==> config.mk <==
export PLATFORM = sky130hd
export DESIGN_NAME = tcr_timer16_regs
export DESIGN_NICKNAME = d
export VERILOG_FILES = /design/src/rtl/tcr_pkg.sv /design/src/rtl/tcr_timer16_regs.sv /design/src/rtl/tcr_edge_detect.sv /design/src/rtl/tcr_compare_unit.sv
export SDC_FILE = /design/constraint.sdc
export NUM_CORES = 1
export LEC_CHECK = 0
export BUFFER_PORTS_ARGS = -buffer_cell sky130_fd_sc_hd__buf_2
export CAP_MARGIN = 20
export CORE_MARGIN = 2
export CORE_UTILIZATION = 55
export DETAILED_ROUTE_END_ITERATION = 10
export PLACE_DENSITY = 0.79
export SLEW_MARGIN = 10
export SYNTH_ARGS = -nofsm -noshare
export SYNTH_HDL_FRONTEND = slang
export SYNTH_SLANG_ARGS = --single-unit
export TNS_END_PERCENT = 20
==> constraint.sdc <==
create_clock -name mclk_i -period 4.4 [get_ports mclk_i]
set_input_delay 0.22 -clock mclk_i [delete_from_list [all_inputs] [get_ports mclk_i]]
set_output_delay 0.22 -clock mclk_i [all_outputs]
set_load 0.01 [all_outputs]
==> src/rtl/tcr_pkg.sv <==
// Package with register map, field positions and reset values of the timer.
package tcr_pkg;
   localparam logic [7:0] TCR_OFS_IRQ_MASK   = 8'h6f;
   localparam logic [7:0] TCR_OFS_COUNT_LO   = 8'h84;
   localparam logic [7:0] TCR_OFS_COUNT_HI   = 8'h85;
   localparam logic [7:0] TCR_OFS_CAPT_LO    = 8'h86;
   localparam logic [7:0] TCR_OFS_CAPT_HI    = 8'h87;
   localparam logic [7:0] TCR_OFS_CMPA_LO    = 8'h88;
   localparam logic [7:0] TCR_OFS_CMPA_HI    = 8'h89;
   localparam logic [7:0] TCR_OFS_CMPB_LO    = 8'h8a;
   localparam logic [7:0] TCR_OFS_CMPB_HI    = 8'h8b;
   localparam logic [7:0] TCR_OFS_FLAGS      = 8'h36;
   localparam int         TCR_BIT_CAPT       = 5;
   localparam int         TCR_BIT_CMPB       = 2;
   localparam int         TCR_BIT_CMPA       = 1;
   localparam int         TCR_BIT_WRAP       = 0;
   localparam logic [7:0] TCR_MASK_VALID     = 8'h27;
   localparam logic [7:0] TCR_RST_BYTE       = 8'h00;
   localparam logic [15:0] TCR_RST_WORD      = 16'h0000;
   localparam logic [15:0] TCR_COUNT_MAX     = 16'hffff;
endpackage

==> src/rtl/tcr_timer16_regs.sv <==
// Byte-wide register file of the 16-bit timer with shared high-byte latch.
`timescale 1ns/1ps
module tcr_timer16_regs
   import tcr_pkg::*;
(
   input  wire logic        mclk_i,
   input  wire logic        rstn_i,
   input  wire logic        clk_en_i,
   input  wire logic [7:0]  addr_i,
   input  wire logic        wr_i,
   input  wire logic        rd_i,
   input  wire logic [7:0]  wdata_i,
   output logic [7:0]       rdata_o,
   input  wire logic        tick_i,
   input  wire logic        run_i,
   input  wire logic        top_is_capture_i,
   input  wire logic [15:0] top_i,
   input  wire logic        capture_input_pin_i,
   input  wire logic        comparator_i,
   input  wire logic        use_comparator_i,
   input  wire logic        capture_edge_select_i,
   input  wire logic        global_irq_enable_i,
   input  wire logic [3:0]  vector_ack_i,
   output logic [15:0]      running_count_o,
   output logic [15:0]      capture_value_o,
   output logic             match_a_o,
   output logic             match_b_o,
   output logic             capture_event_o,
   output logic [7:0]       flags_o,
   output logic [3:0]       irq_o
);
   logic [7:0]  shadow_q;
   logic [15:0] count_q;
   logic [15:0] capture_q;
   logic [15:0] cmpa_q;
   logic [15:0] cmpb_q;
   logic [7:0]  mask_q;
   logic [7:0]  flags_q;
   logic [7:0]  rdata_q;
   logic        block_q;
   logic        wr_count;
   logic        cap_edge;
   logic        cap_src;
   logic        cap_evt;
   logic        at_top;
   logic        wrap_evt;
   logic [7:0]  flag_set;
   logic [7:0]  flag_clr;

   assign wr_count = wr_i & ((addr_i == TCR_OFS_COUNT_LO) |
                             (addr_i == TCR_OFS_COUNT_HI));

   assign cap_src = use_comparator_i ? comparator_i : capture_input_pin_i;

   tcr_edge_detect u_edge (
      .mclk_i   (mclk_i),
      .rstn_i   (rstn_i),
      .en_i     (clk_en_i),
      .level_i  (cap_src),
      .rising_i (capture_edge_select_i),
      .edge_o   (cap_edge)
   );

   assign cap_evt = cap_edge & ~top_is_capture_i;
   assign at_top  = count_q == (top_is_capture_i ? capture_q : top_i);
   assign wrap_evt = tick_i & run_i & (count_q == TCR_COUNT_MAX) &
                     ~top_is_capture_i;

   always_ff @(posedge mclk_i or negedge rstn_i) begin
      if (!rstn_i) begin
         block_q <= 1'b0;
      end else if (clk_en_i) begin
         if (wr_count) begin
            block_q <= 1'b1;
         end else if (tick_i) begin
            block_q <= 1'b0;
         end
      end
   end

   tcr_compare_unit u_cmpa (
      .mclk_i    (mclk_i),
      .rstn_i    (rstn_i),
      .en_i      (clk_en_i),
      .tick_i    (tick_i),
      .block_i   (block_q | wr_count),
      .count_i   (count_q),
      .compare_i (cmpa_q),
      .match_o   (match_a_o)
   );

   tcr_compare_unit u_cmpb (
      .mclk_i    (mclk_i),
      .rstn_i    (rstn_i),
      .en_i      (clk_en_i),
      .tick_i    (tick_i),
      .block_i   (block_q | wr_count),
      .count_i   (count_q),
      .compare_i (cmpb_q),
      .match_o   (match_b_o)
   );

   always_ff @(posedge mclk_i or negedge rstn_i) begin
      if (!rstn_i) begin
         shadow_q <= TCR_RST_BYTE;
      end else if (clk_en_i) begin
         if (wr_i && (addr_i == TCR_OFS_COUNT_HI ||
                      addr_i == TCR_OFS_CAPT_HI ||
                      addr_i == TCR_OFS_CMPA_HI ||
                      addr_i == TCR_OFS_CMPB_HI)) begin
            shadow_q <= wdata_i;
         end else if (rd_i && addr_i == TCR_OFS_COUNT_LO) begin
            shadow_q <= count_q[15:8];
         end else if (rd_i && addr_i == TCR_OFS_CAPT_LO) begin
            // capture high latched on low read
            shadow_q <= capture_q[15:8];
         end
      end
   end

   always_ff @(posedge mclk_i or negedge rstn_i) begin
      if (!rstn_i) begin
         count_q <= TCR_RST_WORD;
      end else if (clk_en_i) begin
         if (wr_i && addr_i == TCR_OFS_COUNT_LO) begin
            count_q <= {shadow_q, wdata_i};
         end else if (tick_i && run_i) begin
            if (at_top && top_is_capture_i) begin
               count_q <= TCR_RST_WORD;
            end else begin
               count_q <= count_q + 16'h0001;
            end
         end
      end
   end

   always_ff @(posedge mclk_i or negedge rstn_i) begin
      if (!rstn_i) begin
         capture_q <= TCR_RST_WORD;
      end else if (clk_en_i) begin
         if (wr_i && addr_i == TCR_OFS_CAPT_LO) begin
            capture_q <= {shadow_q, wdata_i};
         end else if (cap_evt) begin
            capture_q <= count_q;
         end
      end
   end

   always_ff @(posedge mclk_i or negedge rstn_i) begin
      if (!rstn_i) begin
         cmpa_q <= TCR_RST_WORD;
         cmpb_q <= TCR_RST_WORD;
      end else if (clk_en_i) begin
         if (wr_i && addr_i == TCR_OFS_CMPA_LO) begin
            cmpa_q <= {shadow_q, wdata_i};
         end
         if (wr_i && addr_i == TCR_OFS_CMPB_LO) begin
            cmpb_q <= {shadow_q, wdata_i};
         end
      end
   end

   always_ff @(posedge mclk_i or negedge rstn_i) begin
      if (!rstn_i) begin
         mask_q <= TCR_RST_BYTE;
      end else if (clk_en_i && wr_i && addr_i == TCR_OFS_IRQ_MASK) begin
         mask_q <= wdata_i & TCR_MASK_VALID;
      end
   end

   // flag rises with match pulse
   // Taken from the same equality term as the match so both land together.
   always_comb begin
      flag_set = 8'h00;
      flag_set[TCR_BIT_CAPT] = cap_evt |
                               (top_is_capture_i & tick_i & run_i & at_top);
      flag_set[TCR_BIT_CMPB] = tick_i & ~(block_q | wr_count) &
                               (count_q == cmpb_q);
      flag_set[TCR_BIT_CMPA] = tick_i & ~(block_q | wr_count) &
                               (count_q == cmpa_q);
      flag_set[TCR_BIT_WRAP] = wrap_evt;
   end

   // clear by vector or written one
   always_comb begin
      flag_clr = 8'h00;
      flag_clr[TCR_BIT_CAPT] = vector_ack_i[3];
      flag_clr[TCR_BIT_CMPB] = vector_ack_i[2];
      flag_clr[TCR_BIT_CMPA] = vector_ack_i[1];
      flag_clr[TCR_BIT_WRAP] = vector_ack_i[0];
      if (wr_i && addr_i == TCR_OFS_FLAGS) begin
         flag_clr = flag_clr | wdata_i;
      end
   end

   // A new event outranks a clear in the same cycle so none is lost.
   always_ff @(posedge mclk_i or negedge rstn_i) begin
      if (!rstn_i) begin
         flags_q <= TCR_RST_BYTE;
      end else if (clk_en_i) begin
         flags_q <= ((flags_q & ~flag_clr) | flag_set) & TCR_MASK_VALID;
      end
   end

   // Count and capture high-byte reads return the latch so a low-first read pair is coherent.
   always_ff @(posedge mclk_i or negedge rstn_i) begin
      if (!rstn_i) begin
         rdata_q <= TCR_RST_BYTE;
      end else if (clk_en_i && rd_i) begin
         case (addr_i)
            TCR_OFS_IRQ_MASK: rdata_q <= mask_q;
            TCR_OFS_FLAGS:    rdata_q <= flags_q;
            TCR_OFS_COUNT_LO: rdata_q <= count_q[7:0];
            TCR_OFS_CAPT_LO:  rdata_q <= capture_q[7:0];
            TCR_OFS_CMPA_LO:  rdata_q <= cmpa_q[7:0];
            TCR_OFS_CMPB_LO:  rdata_q <= cmpb_q[7:0];
            TCR_OFS_COUNT_HI: rdata_q <= shadow_q;
            TCR_OFS_CAPT_HI:  rdata_q <= shadow_q;
            TCR_OFS_CMPA_HI:  rdata_q <= cmpa_q[15:8];
            TCR_OFS_CMPB_HI:  rdata_q <= cmpb_q[15:8];
            default:          rdata_q <= TCR_RST_BYTE;
         endcase
      end
   end

   assign irq_o = {mask_q[TCR_BIT_CAPT] & flags_q[TCR_BIT_CAPT],
                   mask_q[TCR_BIT_CMPB] & flags_q[TCR_BIT_CMPB],
                   mask_q[TCR_BIT_CMPA] & flags_q[TCR_BIT_CMPA],
                   mask_q[TCR_BIT_WRAP] & flags_q[TCR_BIT_WRAP]} &
                  {4{global_irq_enable_i}};

   assign rdata_o         = rdata_q;
   assign running_count_o = count_q;
   assign capture_value_o = capture_q;
   assign capture_event_o = cap_evt;
   assign flags_o         = flags_q;
endmodule

==> src/rtl/tcr_edge_detect.sv <==
// Capture input edge detector with selectable polarity.
`timescale 1ns/1ps
module tcr_edge_detect
   import tcr_pkg::*;
(
   input  wire logic mclk_i,
   input  wire logic rstn_i,
   input  wire logic en_i,
   input  wire logic level_i,
   input  wire logic rising_i,
   output logic      edge_o
);
   logic last_q;

   always_ff @(posedge mclk_i or negedge rstn_i) begin
      if (!rstn_i) begin
         last_q <= 1'b0;
      end else if (en_i) begin
         last_q <= level_i;
      end
   end

   assign edge_o = en_i & (rising_i ? (level_i & ~last_q)
                                    : (~level_i & last_q));
endmodule

==> src/rtl/tcr_compare_unit.sv <==
// One output compare channel with match flag timing and blocking.
`timescale 1ns/1ps
module tcr_compare_unit
   import tcr_pkg::*;
(
   input  wire logic        mclk_i,
   input  wire logic        rstn_i,
   input  wire logic        en_i,
   input  wire logic        tick_i,
   input  wire logic        block_i,
   input  wire logic [15:0] count_i,
   input  wire logic [15:0] compare_i,
   output logic             match_o
);
   logic match_q;

   always_ff @(posedge mclk_i or negedge rstn_i) begin
      if (!rstn_i) begin
         match_q <= 1'b0;
      end else if (en_i) begin
         match_q <= tick_i & ~block_i & (count_i == compare_i);
      end
   end

   assign match_o = match_q;
endmodule

==> results.txt, run 1 <==
----------------------------------------------------
[Setup path]
  CP Data Required Time ... 4.63 ns
  R2r endpoint ... running_count_o[15]
  Total buffers and inverters traversed by the critical path ... 0
  Worst flop-to-flop path startpoint ... running_count_o[1]
  Startpoint of the most critical setup path ... running_count_o[1]
  Type of the setup path with the least slack ... reg -> reg
  Highest cell delay on the worst timing path ... 0.70 ns
  Max FO, Critical Path ... 15
  WP data arrival ... 2.97 ns
  Worst reg-to-reg setup slack ... 1.66 ns
  Cell family contributing the most delay on the critical path ... simple AND/OR/NAND/NOR gates
  Kind of end point of the critical path ... flop
  Crit path top cell by count ... sky130_fd_sc_hd__nand2_1
  Crit-path slowest cell ... sky130_fd_sc_hd__dfrtp_1
  CP Cell Sequence ... xnor2_1 -> nand2_1 -> nor4_1 -> nand4_1 -> nand2_1 -> o21ai_0
  Cell count of the worst reg-to-reg path ... 6
  Element type at the critical path start ... flop

[Drt]
  Final routed wirelength across all metal layers ... 17.84 mm
  DRC violations left ... 0
  Residual antenna-violating net count after detailed routing ... 0
  DR WL/cell ... 22.30 um
  Initial drt markers ... 503
  First-pass detailed-route iteration total ... 7
  Via density per instance ... 6.584
  Total via count in the routed design ... 5267

[Timing]
  Fin crit share ... 62.21%
  Final hold viol count ... 0
  Worst Hold Slack ... 0.1773 ns
  RSZ-0062 raised after global routing ... false
  Max Transition Viols Final ... 0
  Final setup violation count ... 0
  Worst-margin pin slew ... 1.101 ns
  FMAX ... 365.3 MHz
  Clock Skews ... 0.01249 ns
  Time the final worst path needs with I/O delays and setup ... 2.737 ns
  Worst slew slack as a fraction of its limit ... 26.05%
  Total negative setup slack ... 0 ns

[Synthesis]
  Register bit total from synthesis ... 92
  Leading post-synthesis cells by cell area ... sky130_fd_sc_hd__dfrtp_1, sky130_fd_sc_hd__mux2_2, sky130_fd_sc_hd__mux2i_1
  Post-Syn Area per Cell ... 9.721 sq um
  Fraction of the yosys area taken by sequential cells ... 39.87%
  Share of the synthesized area in the top cell type ... 39.87%
  Cell type with the highest aggregate area in the netlist ... sky130_fd_sc_hd__dfrtp_1
  Number of synthesis warnings ... 0
  Most common flop cell mapped by yosys ... sky130_fd_sc_hd__dfrtp_1
  Post-Syn Instances ... 594
  Cell area after technology mapping ... 0.005774 sq mm
  Number of synthesized flops with an enable pin ... 0
  Async SR Flop Fraction ... 100.0%
  Distinct cells, synth ... 61

[Placement]
  Half-perimeter wire length of the detailed placement result ... 12.26 mm
  RePlAce Congestion ... 1.021
  Placement Cell Area ... 0.006200 sq mm
  Input/output buffers ... 95

[Global route]
  Wire length of the first global-routing pass ... 27.66 mm
  Largest net degree at the start of global routing ... 49
  Vias in the first global route ... 5106
  Gr usage total ... 31.99%
  Antenna violations before repair ... 0
  Residual overflow from global routing ... 0

[Min path]
  Worst Hold Endpoint ... flags_o[2]
  Launch point of the worst hold path ... vector_ack_i[2]
  Number of cells on the worst hold path ... 4
  Hold crit path type ... in -> reg

[Clocking]
  CTS tree ... done
  Number of resized instances in the post-cts repair step ... 0
  H-Tree Depth ... 3
  Sinks on Clock Net ... 92
  Post-CTS clock slew at the launch and capture registers of the worst setup and hold paths ... 0.10 ns
  Number of buffers inserted for hold repair after clock tree synthesis ... 1
  TritonCTS buffer count ... 9
  Max Buffers Root-to-Sink ... 2
  Clock tree root buffer cell ... sky130_fd_sc_hd__clkbuf_8
  Clock insertion delay at the later pin of the skew report ... 0.37 ns
  Post-CTS setup repair buffer count ... 0

[Status]
  Outcome ... complete, no violations

[Flow run]
  Max-capacitance violation count ... 0

[Cells and area]
  Storage cell area ... 0.002302 sq mm
  Final #Nets ... 709
  Diode count ... 0
  Footprint of the multi-input gates ... 0.003193 sq mm
  Fraction of layout cells with a size suffix above 1 ... 26.20%
  Most frequent cells in the layout ... sky130_fd_sc_hd__buf_2, sky130_fd_sc_hd__dfrtp_1, sky130_fd_sc_hd__nand2_1
  Final standard cell area without fillers ... 0.006497 sq mm
  Most common library cell in the layout ignoring fill and taps ... sky130_fd_sc_hd__buf_2
  Synthesis-to-layout area growth ... 12.52%
  Number of inserted filler cells in the final layout ... 865

[Floorplanning]
  Initial Util ... 56.18%
  Top Ports ... 104
  Chip Height ... 106.5 um
  Cell row count ... 37
  Core Footprint ... 0.01028 sq mm
  Area enclosed by the die boundary ... 0.01133 sq mm
  Width of the chip ... 106.5 um

[Power]
  Total power density per cell area ... 369.6 mW/mm^2
  Leakage Power ... 3.134 nW
  Worst voltage drop across the vdd grid ... 221.2 uV

----------------------------------------------------
[worst min-delay path: stages]
cell	delay, ns
sky130_fd_sc_hd__buf_2	0.08
sky130_fd_sc_hd__a31oi_1	0.03
sky130_fd_sc_hd__o21ai_0	0.14
sky130_fd_sc_hd__nand2_1	0.05
[cells by family (layout without fill, tap and decap cells)]
group           after synthesis  count (layout)  synth area share, %
simple gates                191             191                18.35
compound gates              112             112                12.29
flops                        92              92                39.87
mux                          91              91                16.77
buf+inv                      58             125                5.157
xor+xnor                     48              48                7.281
fa+ha+maj                     1               1               0.2167
other cells                   1               4              0.06494
[flip-flops by register name, indices dropped and copies added (netlist names)]
name	cells
flags_o	4
u_cmpa.match_o	1
rdata_o	8
u_cmpb.match_o	1
u_edge.last_q	1
cmpb_q	16
mask_q	4
running_count_o	16
block_q	1
cmpa_q	16
shadow_q	8
capture_value_o	16
[synth_stat cells, types with 2 or more instances]
| cell type | number |
|---|---|
| sky130_fd_sc_hd__mux2i_1 | 45 |
| sky130_fd_sc_hd__xor2_1 | 3 |
| sky130_fd_sc_hd__a31oi_1 | 2 |
| sky130_fd_sc_hd__inv_1 | 7 |
| sky130_fd_sc_hd__a21oi_1 | 13 |
| sky130_fd_sc_hd__o22ai_1 | 2 |
| sky130_fd_sc_hd__o21ai_0 | 52 |
| sky130_fd_sc_hd__nor3_1 | 7 |
| sky130_fd_sc_hd__a22oi_1 | 8 |
| sky130_fd_sc_hd__clkbuf_1 | 19 |
| sky130_fd_sc_hd__buf_4 | 9 |
| sky130_fd_sc_hd__nand4_1 | 13 |
| sky130_fd_sc_hd__nor4b_1 | 2 |
| sky130_fd_sc_hd__dfrtp_1 | 92 |
| sky130_fd_sc_hd__nor4_4 | 2 |
| sky130_fd_sc_hd__nor3b_1 | 3 |
| sky130_fd_sc_hd__xnor2_1 | 45 |
| sky130_fd_sc_hd__buf_2 | 19 |
| sky130_fd_sc_hd__or4_1 | 2 |
| sky130_fd_sc_hd__and2_1 | 2 |
| sky130_fd_sc_hd__o211ai_1 | 6 |
| sky130_fd_sc_hd__or3_1 | 3 |
| sky130_fd_sc_hd__nor4_1 | 15 |
| sky130_fd_sc_hd__and3_1 | 18 |
| sky130_fd_sc_hd__buf_6 | 3 |
| sky130_fd_sc_hd__a211oi_1 | 2 |
| sky130_fd_sc_hd__nand2b_1 | 2 |
| sky130_fd_sc_hd__mux2_2 | 46 |
| sky130_fd_sc_hd__o21ai_2 | 2 |
| sky130_fd_sc_hd__a22o_1 | 6 |
| sky130_fd_sc_hd__a221oi_1 | 6 |
| sky130_fd_sc_hd__nor2_1 | 8 |
| sky130_fd_sc_hd__nand2_1 | 65 |
| sky130_fd_sc_hd__nor2b_1 | 4 |
| sky130_fd_sc_hd__nand3_1 | 35 |
[report_power, final]
group	internal, mW	switching, mW
combinational	0.243	0.288
sequential	0.926	0.185
clock	0.451	0.308
[worst max-delay path by stage]
stage / to / slack [ns] / depth (start not counted)
floorplan: running_count_o[13] / 2.50 / 6
global placement: running_count_o[6] / 1.56 / 8
detailed placement: running_count_o[2] / 1.47 / 8
CTS: running_count_o[1] / 1.71 / 6
global route: running_count_o[1] / 1.46 / 6
finish: running_count_o[15] / 1.66 / 6
[through the flow]
step,power (mW),utilization (%),instances,setup WS [ns]
3_3_place_gp,1.611,60.32,781,1.556
3_5_place_dp,1.637,60.32,781,1.468
4_1_cts,2.379,63.00,798,1.705
6_report,2.402,63.22,800,1.663
5_1_grt,2.492,63.22,800,1.463
2_1_floorplan,1.402,-,597,2.502
[layout make-up]
class | count | area share, %
multi-input cells | 447 | 49.14
repair buffers | 102 | 8.319
clock inverters | 4 | 1.849
clock buffers | 12 | 2.234
well taps | 136 | 2.619
flip-flops and latches | 92 | 35.43
inverters | 7 | 0.4044
[routing by layer]
layer / wire [um] / share of wire (%) / GRT usage [%]
met2: 8001 / 45 / 49.54
met3: 1877 / 11 / 5.947
met1: 6923 / 39 / 42.64
met4: 1037 / 5.8 / 17.16
met5: 0 / 0 / 0
(Power assumes the default switching activity.)
==> run 2, diff against run 1 <==
--- a/config.mk
+++ b/config.mk
@@ -8,9 +8,9 @@
 export BUFFER_PORTS_ARGS = -buffer_cell sky130_fd_sc_hd__buf_2
 export CAP_MARGIN = 20
 export CORE_MARGIN = 2
-export CORE_UTILIZATION = 55
+export CORE_UTILIZATION = 51
 export DETAILED_ROUTE_END_ITERATION = 10
-export PLACE_DENSITY = 0.79
+export PLACE_DENSITY = 0.77
 export SLEW_MARGIN = 10
 export SYNTH_ARGS = -nofsm -noshare
 export SYNTH_HDL_FRONTEND = slang
==> constraint.sdc (replaced) <==
create_clock -name mclk_i -period 2.4 [get_ports mclk_i]
set_input_delay 0.12 -clock mclk_i [delete_from_list [all_inputs] [get_ports mclk_i]]
set_output_delay 0.12 -clock mclk_i [all_outputs]
set_load 0.01 [all_outputs]
==> run 2 against run 1 <==
Net effect:
- global-route usage decreased by 1.8 points
- routed wire length rose by 4.5%
- register-to-register slack got worse by 1.4 ns
- critical endpoint unchanged
==> results.txt, run 2 (synthesis results as in run 1) <==
----------------------------------------------------
[Status]
  Outcome ... complete, no violations

[Cells and area]
  Synthesis-to-layout area growth ... 16.62%
  Final #Nets ... 738
  Diode count ... 0
  Number of inserted filler cells in the final layout ... 924
  Most common library cell in the layout ignoring fill and taps ... sky130_fd_sc_hd__buf_2
  Fraction of layout cells with a size suffix above 1 ... 29.23%
  Most frequent cells in the layout ... sky130_fd_sc_hd__buf_2, sky130_fd_sc_hd__dfrtp_1, sky130_fd_sc_hd__nand2_1
  Final standard cell area without fillers ... 0.006734 sq mm

[Power]
  Total power after layout ... 4.473 mW
  Worst voltage drop across the vdd grid ... 393.7 uV
  Total power density per cell area ... 664.2 mW/mm^2
  Leakage Power ... 3.277 nW

[Timing]
  Worst slew slack as a fraction of its limit ... 60.49%
  Final hold viol count ... 0
  Clock Skews ... 0.006941 ns
  Max Transition Viols Final ... 0
  Worst-margin pin slew ... 0.5927 ns
  Total negative setup slack ... 0 ns
  FMAX ... 464.7 MHz
  Final setup violation count ... 0
  Fin worst setup slack ... 0.2480 ns
  RSZ-0062 raised after global routing ... false
  Fin crit share ... 89.67%
  Time the final worst path needs with I/O delays and setup ... 2.152 ns

[Clocking]
  Clock insertion delay at the later pin of the skew report ... 0.34 ns
  TritonCTS buffer count ... 9
  H-Tree Depth ... 3
  Post-CTS clock slew at the launch and capture registers of the worst setup and hold paths ... 0.07 ns
  Max Buffers Root-to-Sink ... 2
  CTS tree ... done
  Clock tree root buffer cell ... sky130_fd_sc_hd__clkbuf_16
  Sinks on Clock Net ... 92
  Post-CTS setup repair buffer count ... 0

[Setup path]
  Stages on the worst setup path ... 8
  Highest cell delay on the worst timing path ... 0.45 ns
  Worst reg-to-reg setup slack ... 0.25 ns
  Total buffers and inverters traversed by the critical path ... 2
  CP Data Required Time ... 2.62 ns
  Element type at the critical path start ... flop
  CP Cell Sequence ... buf_4 -> nand3_1 -> nor4_1 -> buf_4 -> nand3_1 -> nor3_1 -> a21oi_1 -> o21ai_0
  Type of the setup path with the least slack ... reg -> reg
  Cell count of the worst reg-to-reg path ... 8
  Crit-path slowest cell ... sky130_fd_sc_hd__nor4_1
  Kind of end point of the critical path ... flop
  WP data arrival ... 2.37 ns
  Max FO, Critical Path ... 7
  Cell family contributing the most delay on the critical path ... simple AND/OR/NAND/NOR gates

[Drt]
  Initial drt markers ... 597
  Total via count in the routed design ... 5350
  DRC violations left ... 0
  DR WL/cell ... 22.44 um
  Residual antenna-violating net count after detailed routing ... 0
  Via density per instance ... 6.438
  First-pass detailed-route iteration total ... 6
  Final routed wirelength across all metal layers ... 18.65 mm

[Floorplanning]
  Chip Height ... 110.4 um
  Top Ports ... 104
  Area enclosed by the die boundary ... 0.01219 sq mm
  Initial Util ... 52.80%
  Core Footprint ... 0.01094 sq mm
  Cell row count ... 38
  Width of the chip ... 110.4 um

[Global route]
  Wire length of the first global-routing pass ... 29.05 mm
  Gr usage total ... 30.16%
  Vias in the first global route ... 5212
  Antenna violations before repair ... 0
  Residual overflow from global routing ... 0
  Largest net degree at the start of global routing ... 50

[Flow run]
  Max-capacitance violation count ... 0

[Placement]
  Placement Cell Area ... 0.006450 sq mm
  DP Worst Slack ... 0.2984 ns
  Half-perimeter wire length of the detailed placement result ... 13.13 mm
  Input/output buffers ... 95
  RePlAce Congestion ... 0.9706

[Min path]
  Hold crit path type ... in -> reg
  Number of cells on the worst hold path ... 3

----------------------------------------------------
## run 2: cell types whose count changed in the layout (fill, tap and decap cells not counted), moves of 2 or more
| cell | before | now |
|---|---|---|
| sky130_fd_sc_hd__buf_4 | 5 | 35 |
| sky130_fd_sc_hd__bufinv_16 | 4 | 1 |
| sky130_fd_sc_hd__clkinv_2 | 0 | 2 |
| sky130_fd_sc_hd__buf_6 | 2 | 0 |
| sky130_fd_sc_hd__clkbuf_16 | 0 | 9 |
| sky130_fd_sc_hd__clkbuf_8 | 10 | 0 |
## run 2: repair_timing
action	CTS	global route
gates resized for setup	0	1
endpoints found under the setup margin	0	1
hold endpoints to repair	43	0
hold buffers	1	0
## run 2: power by group
group / switching, mW / internal (mW)
Sequential: 0.271 / 1.70
Clock: 0.591 / 0.794
Combinational: 0.621 / 0.496
Total: 1.48 / 2.99
## run 2: metrics by stage
| step | std cells | hold WS (ns) | utilization [%] |
|---|---|---|---|
| 2_1_floorplan | 597 | -0.1756 | - |
| 3_3_place_gp | 816 | 0.1536 | 58.98 |
| 3_5_place_dp | 816 | 0.1568 | 58.98 |
| 4_1_cts | 831 | 0.1128 | 61.57 |
| 5_1_grt | 831 | 0.1416 | 61.58 |
| 6_report | 831 | 0.1153 | 61.58 |
## run 2: layout make-up
| type | instances | area (sq um) | area share, % |
|---|---|---|---|
| Clock buffer | 11 | 232.7 | 3.456 |
| Sequential cell | 92 | 2303 | 34.21 |
| Inverter | 7 | 26.28 | 0.3902 |
| Tap cell | 140 | 175.2 | 2.601 |
| Timing Repair Buffer | 131 | 763.2 | 11.33 |
| Multi-Input combinational cell | 447 | 3193 | 47.42 |
| Clock inverter | 3 | 40.04 | 0.5946 |
## run 2: path summary, 6_finish.rpt
| check | to | start |
|---|---|---|
| max | running_count_o[15] | running_count_o[0] |
| min | block_q | tick_i |
| max reg2reg | running_count_o[15] | running_count_o[0] |
| min reg2reg | rdata_o[3] | rdata_o[3] |
| max in group asynchronous | cmpa_q[14] | rstn_i |
| min in group asynchronous | running_count_o[3] | rstn_i |
## run 2: worst register-to-register path: cells and delay by family (launching register included)
family          cells  cell delay [ns]
compound gates      2             0.33
buf+inv             2             0.41
flops               1             0.40
simple gates        4             0.89
## run 2: routing by layer
metal | up-vias | global-route usage, % | wire length, um
li1 | 2340 | - | -
met5 | - | 0 | 0
met4 | 0 | 15.25 | 840
met3 | 61 | 8.342 | 2011
met1 | 2614 | 40.52 | 7383
met2 | 335 | 44.74 | 8415
==> run 3, diff against run 2 <==
--- a/config.mk
+++ b/config.mk
@@ -10,7 +10,7 @@
 export CORE_MARGIN = 2
 export CORE_UTILIZATION = 51
 export DETAILED_ROUTE_END_ITERATION = 10
-export PLACE_DENSITY = 0.77
+export PLACE_DENSITY = 0.79
 export SLEW_MARGIN = 10
 export SYNTH_ARGS = -nofsm -noshare
 export SYNTH_HDL_FRONTEND = slang
==> run 3 against run 2 <==
Net effect:
- critical path type unchanged
- routed wire length fell by 0.54%
- critical path depth fell by 1
- register-to-register slack got worse by 0.02 ns
- highest routed layer unchanged
- clock skew rose by 0.00074 ns
==> results.txt, run 3 (synthesis results as in run 1) <==
----------------------------------------------------
[Setup path]
  Element type at the critical path start ... flop
  CP Data Required Time ... 2.65 ns
  Stages on the worst setup path ... 7
  Highest cell delay on the worst timing path ... 0.71 ns
  Kind of end point of the critical path ... flop
  Type of the setup path with the least slack ... reg -> reg
  Cell count of the worst reg-to-reg path ... 7
  CP Cell Sequence ... nand2_1 -> nor4_1 -> buf_4 -> nand3_1 -> nor3_1 -> a21oi_1 -> o21ai_0
  Total buffers and inverters traversed by the critical path ... 1
  Max FO, Critical Path ... 11
  Cell family contributing the most delay on the critical path ... simple AND/OR/NAND/NOR gates
  WP data arrival ... 2.42 ns
  Crit-path slowest cell ... sky130_fd_sc_hd__dfrtp_1
  Worst reg-to-reg setup slack ... 0.23 ns

[Timing]
  Worst-margin pin slew ... 0.7756 ns
  Final setup violation count ... 0
  RSZ-0062 raised after global routing ... false
  Final hold viol count ... 0
  Max Transition Viols Final ... 0
  Fin crit share ... 90.62%
  Total negative setup slack ... 0 ns
  Clock Skews ... 0.007677 ns
  FMAX ... 459.8 MHz
  Time the final worst path needs with I/O delays and setup ... 2.175 ns
  Worst slew slack as a fraction of its limit ... 48.28%
  Worst Hold Slack ... 0.1132 ns

[Cells and area]
  End-of-flow core utilization ... 61.60%
  Diode count ... 0
  Most frequent cells in the layout ... sky130_fd_sc_hd__buf_2, sky130_fd_sc_hd__dfrtp_1, sky130_fd_sc_hd__nand2_1
  Fraction of layout cells with a size suffix above 1 ... 29.03%
  Number of inserted filler cells in the final layout ... 873
  Synthesis-to-layout area growth ... 16.66%
  Final #Nets ... 736
  Most common library cell in the layout ignoring fill and taps ... sky130_fd_sc_hd__buf_2

[Drt]
  First-pass detailed-route iteration total ... 5
  Via density per instance ... 6.478
  DRC violations left ... 0
  Total via count in the routed design ... 5370
  Residual antenna-violating net count after detailed routing ... 0
  Initial drt markers ... 587
  DR WL/cell ... 22.38 um
  Final routed wirelength across all metal layers ... 18.55 mm

[Floorplanning]
  Cell row count ... 38
  Area enclosed by the die boundary ... 0.01219 sq mm
  Initial Util ... 52.80%
  Width of the chip ... 110.4 um
  Top Ports ... 104
  Core Footprint ... 0.01094 sq mm
  Chip Height ... 110.4 um

[Clocking]
  Clock tree root buffer cell ... sky130_fd_sc_hd__clkbuf_16
  Number of buffers inserted for hold repair after clock tree synthesis ... 1
  Max Buffers Root-to-Sink ... 2
  Sinks on Clock Net ... 92
  Post-CTS clock slew at the launch and capture registers of the worst setup and hold paths ... 0.07 ns
  Clock insertion delay at the later pin of the skew report ... 0.35 ns
  Post-CTS setup repair buffer count ... 0
  CTS tree ... done
  Number of resized instances in the post-cts repair step ... 0
  H-Tree Depth ... 3
  TritonCTS buffer count ... 9

[Global route]
  Vias in the first global route ... 5300
  Wire length of the first global-routing pass ... 29.00 mm
  Gr usage total ... 30.35%
  Antenna violations before repair ... 0
  Largest net degree at the start of global routing ... 53
  Residual overflow from global routing ... 0

[Power]
  Total power density per cell area ... 673.1 mW/mm^2
  Worst voltage drop across the vdd grid ... 428.5 uV
  Leakage Power ... 3.277 nW

[Placement]
  Half-perimeter wire length of the detailed placement result ... 13.04 mm
  Input/output buffers ... 95
  RePlAce Congestion ... 0.9418

[Status]
  Outcome ... complete, no violations

[Min path]
  Hold crit path type ... in -> reg
  Number of cells on the worst hold path ... 3

[Flow run]
  Max-capacitance violation count ... 0

----------------------------------------------------
-- run 3: changes by cell type in the layout (fill, tap and decap cells not counted), sizes merged --
cell	before	now
clkinv	2	1
buf	130	128
clkbuf	11	12
-- run 3: stage by stage --
step | power (mW) | setup slack (ns) | std cells | area, sq um
after floorplan | 2.570 | 0.5019 | 597 | 5786
after global placement | 3.025 | 0.3188 | 814 | 6435
after detailed placement | 3.074 | 0.3312 | 814 | 6435
final | 4.534 | 0.2251 | 829 | 6736
after global routing | 4.719 | 0.1517 | 829 | 6736
after CTS | 4.496 | 0.3038 | 829 | 6736
-- run 3: layout make-up --
class | count | area (sq um) | share of cell area [%]
clock buffers | 12 | 256.5 | 3.808
clock inverters | 2 | 35.03 | 0.5201
inverters | 7 | 26.28 | 0.3900
multi-input cells | 447 | 3193 | 47.40
flip-flops and latches | 92 | 2302 | 34.18
well taps | 140 | 175.2 | 2.600
repair buffers | 129 | 748.2 | 11.11
-- run 3: routing by layer --
| layer | part of all wire [%] | GRT usage (%) | vias up |
|---|---|---|---|
| met5 | 0 | 0 | - |
| met2 | 46 | 46.95 | 350 |
| met1 | 39 | 40.01 | 2619 |
| met4 | 3.9 | 14.75 | 0 |
| li1 | - | - | 2334 |
| met3 | 11 | 7.409 | 67 |
-- run 3: power by group --
part / internal [mW] / leakage [nW] / switching (mW)
registers: 1.70 / 1.17 / 0.255
logic: 0.495 / 1.96 / 0.631
clock network: 0.852 / 0.145 / 0.600
total: 3.05 / 3.28 / 1.49
-- run 3: final timing paths --
kind	startpoint	endpoint
worst max-delay path	running_count_o[4]	running_count_o[15]
worst min-delay path	wdata_i[3]	running_count_o[3]
worst max register to register	running_count_o[4]	running_count_o[15]
worst min register to register	rdata_o[3]	rdata_o[3]
max in group asynchronous	rstn_i	rdata_o[1]
min in group asynchronous	rstn_i	running_count_o[5]
-- run 3: worst register-to-register path, delay by kind of cell, from the launching register on --
family          cells  cell delay, ns
simple gates        4            0.87
flops               1            0.71
compound gates      2            0.28
buf+inv             1            0.20
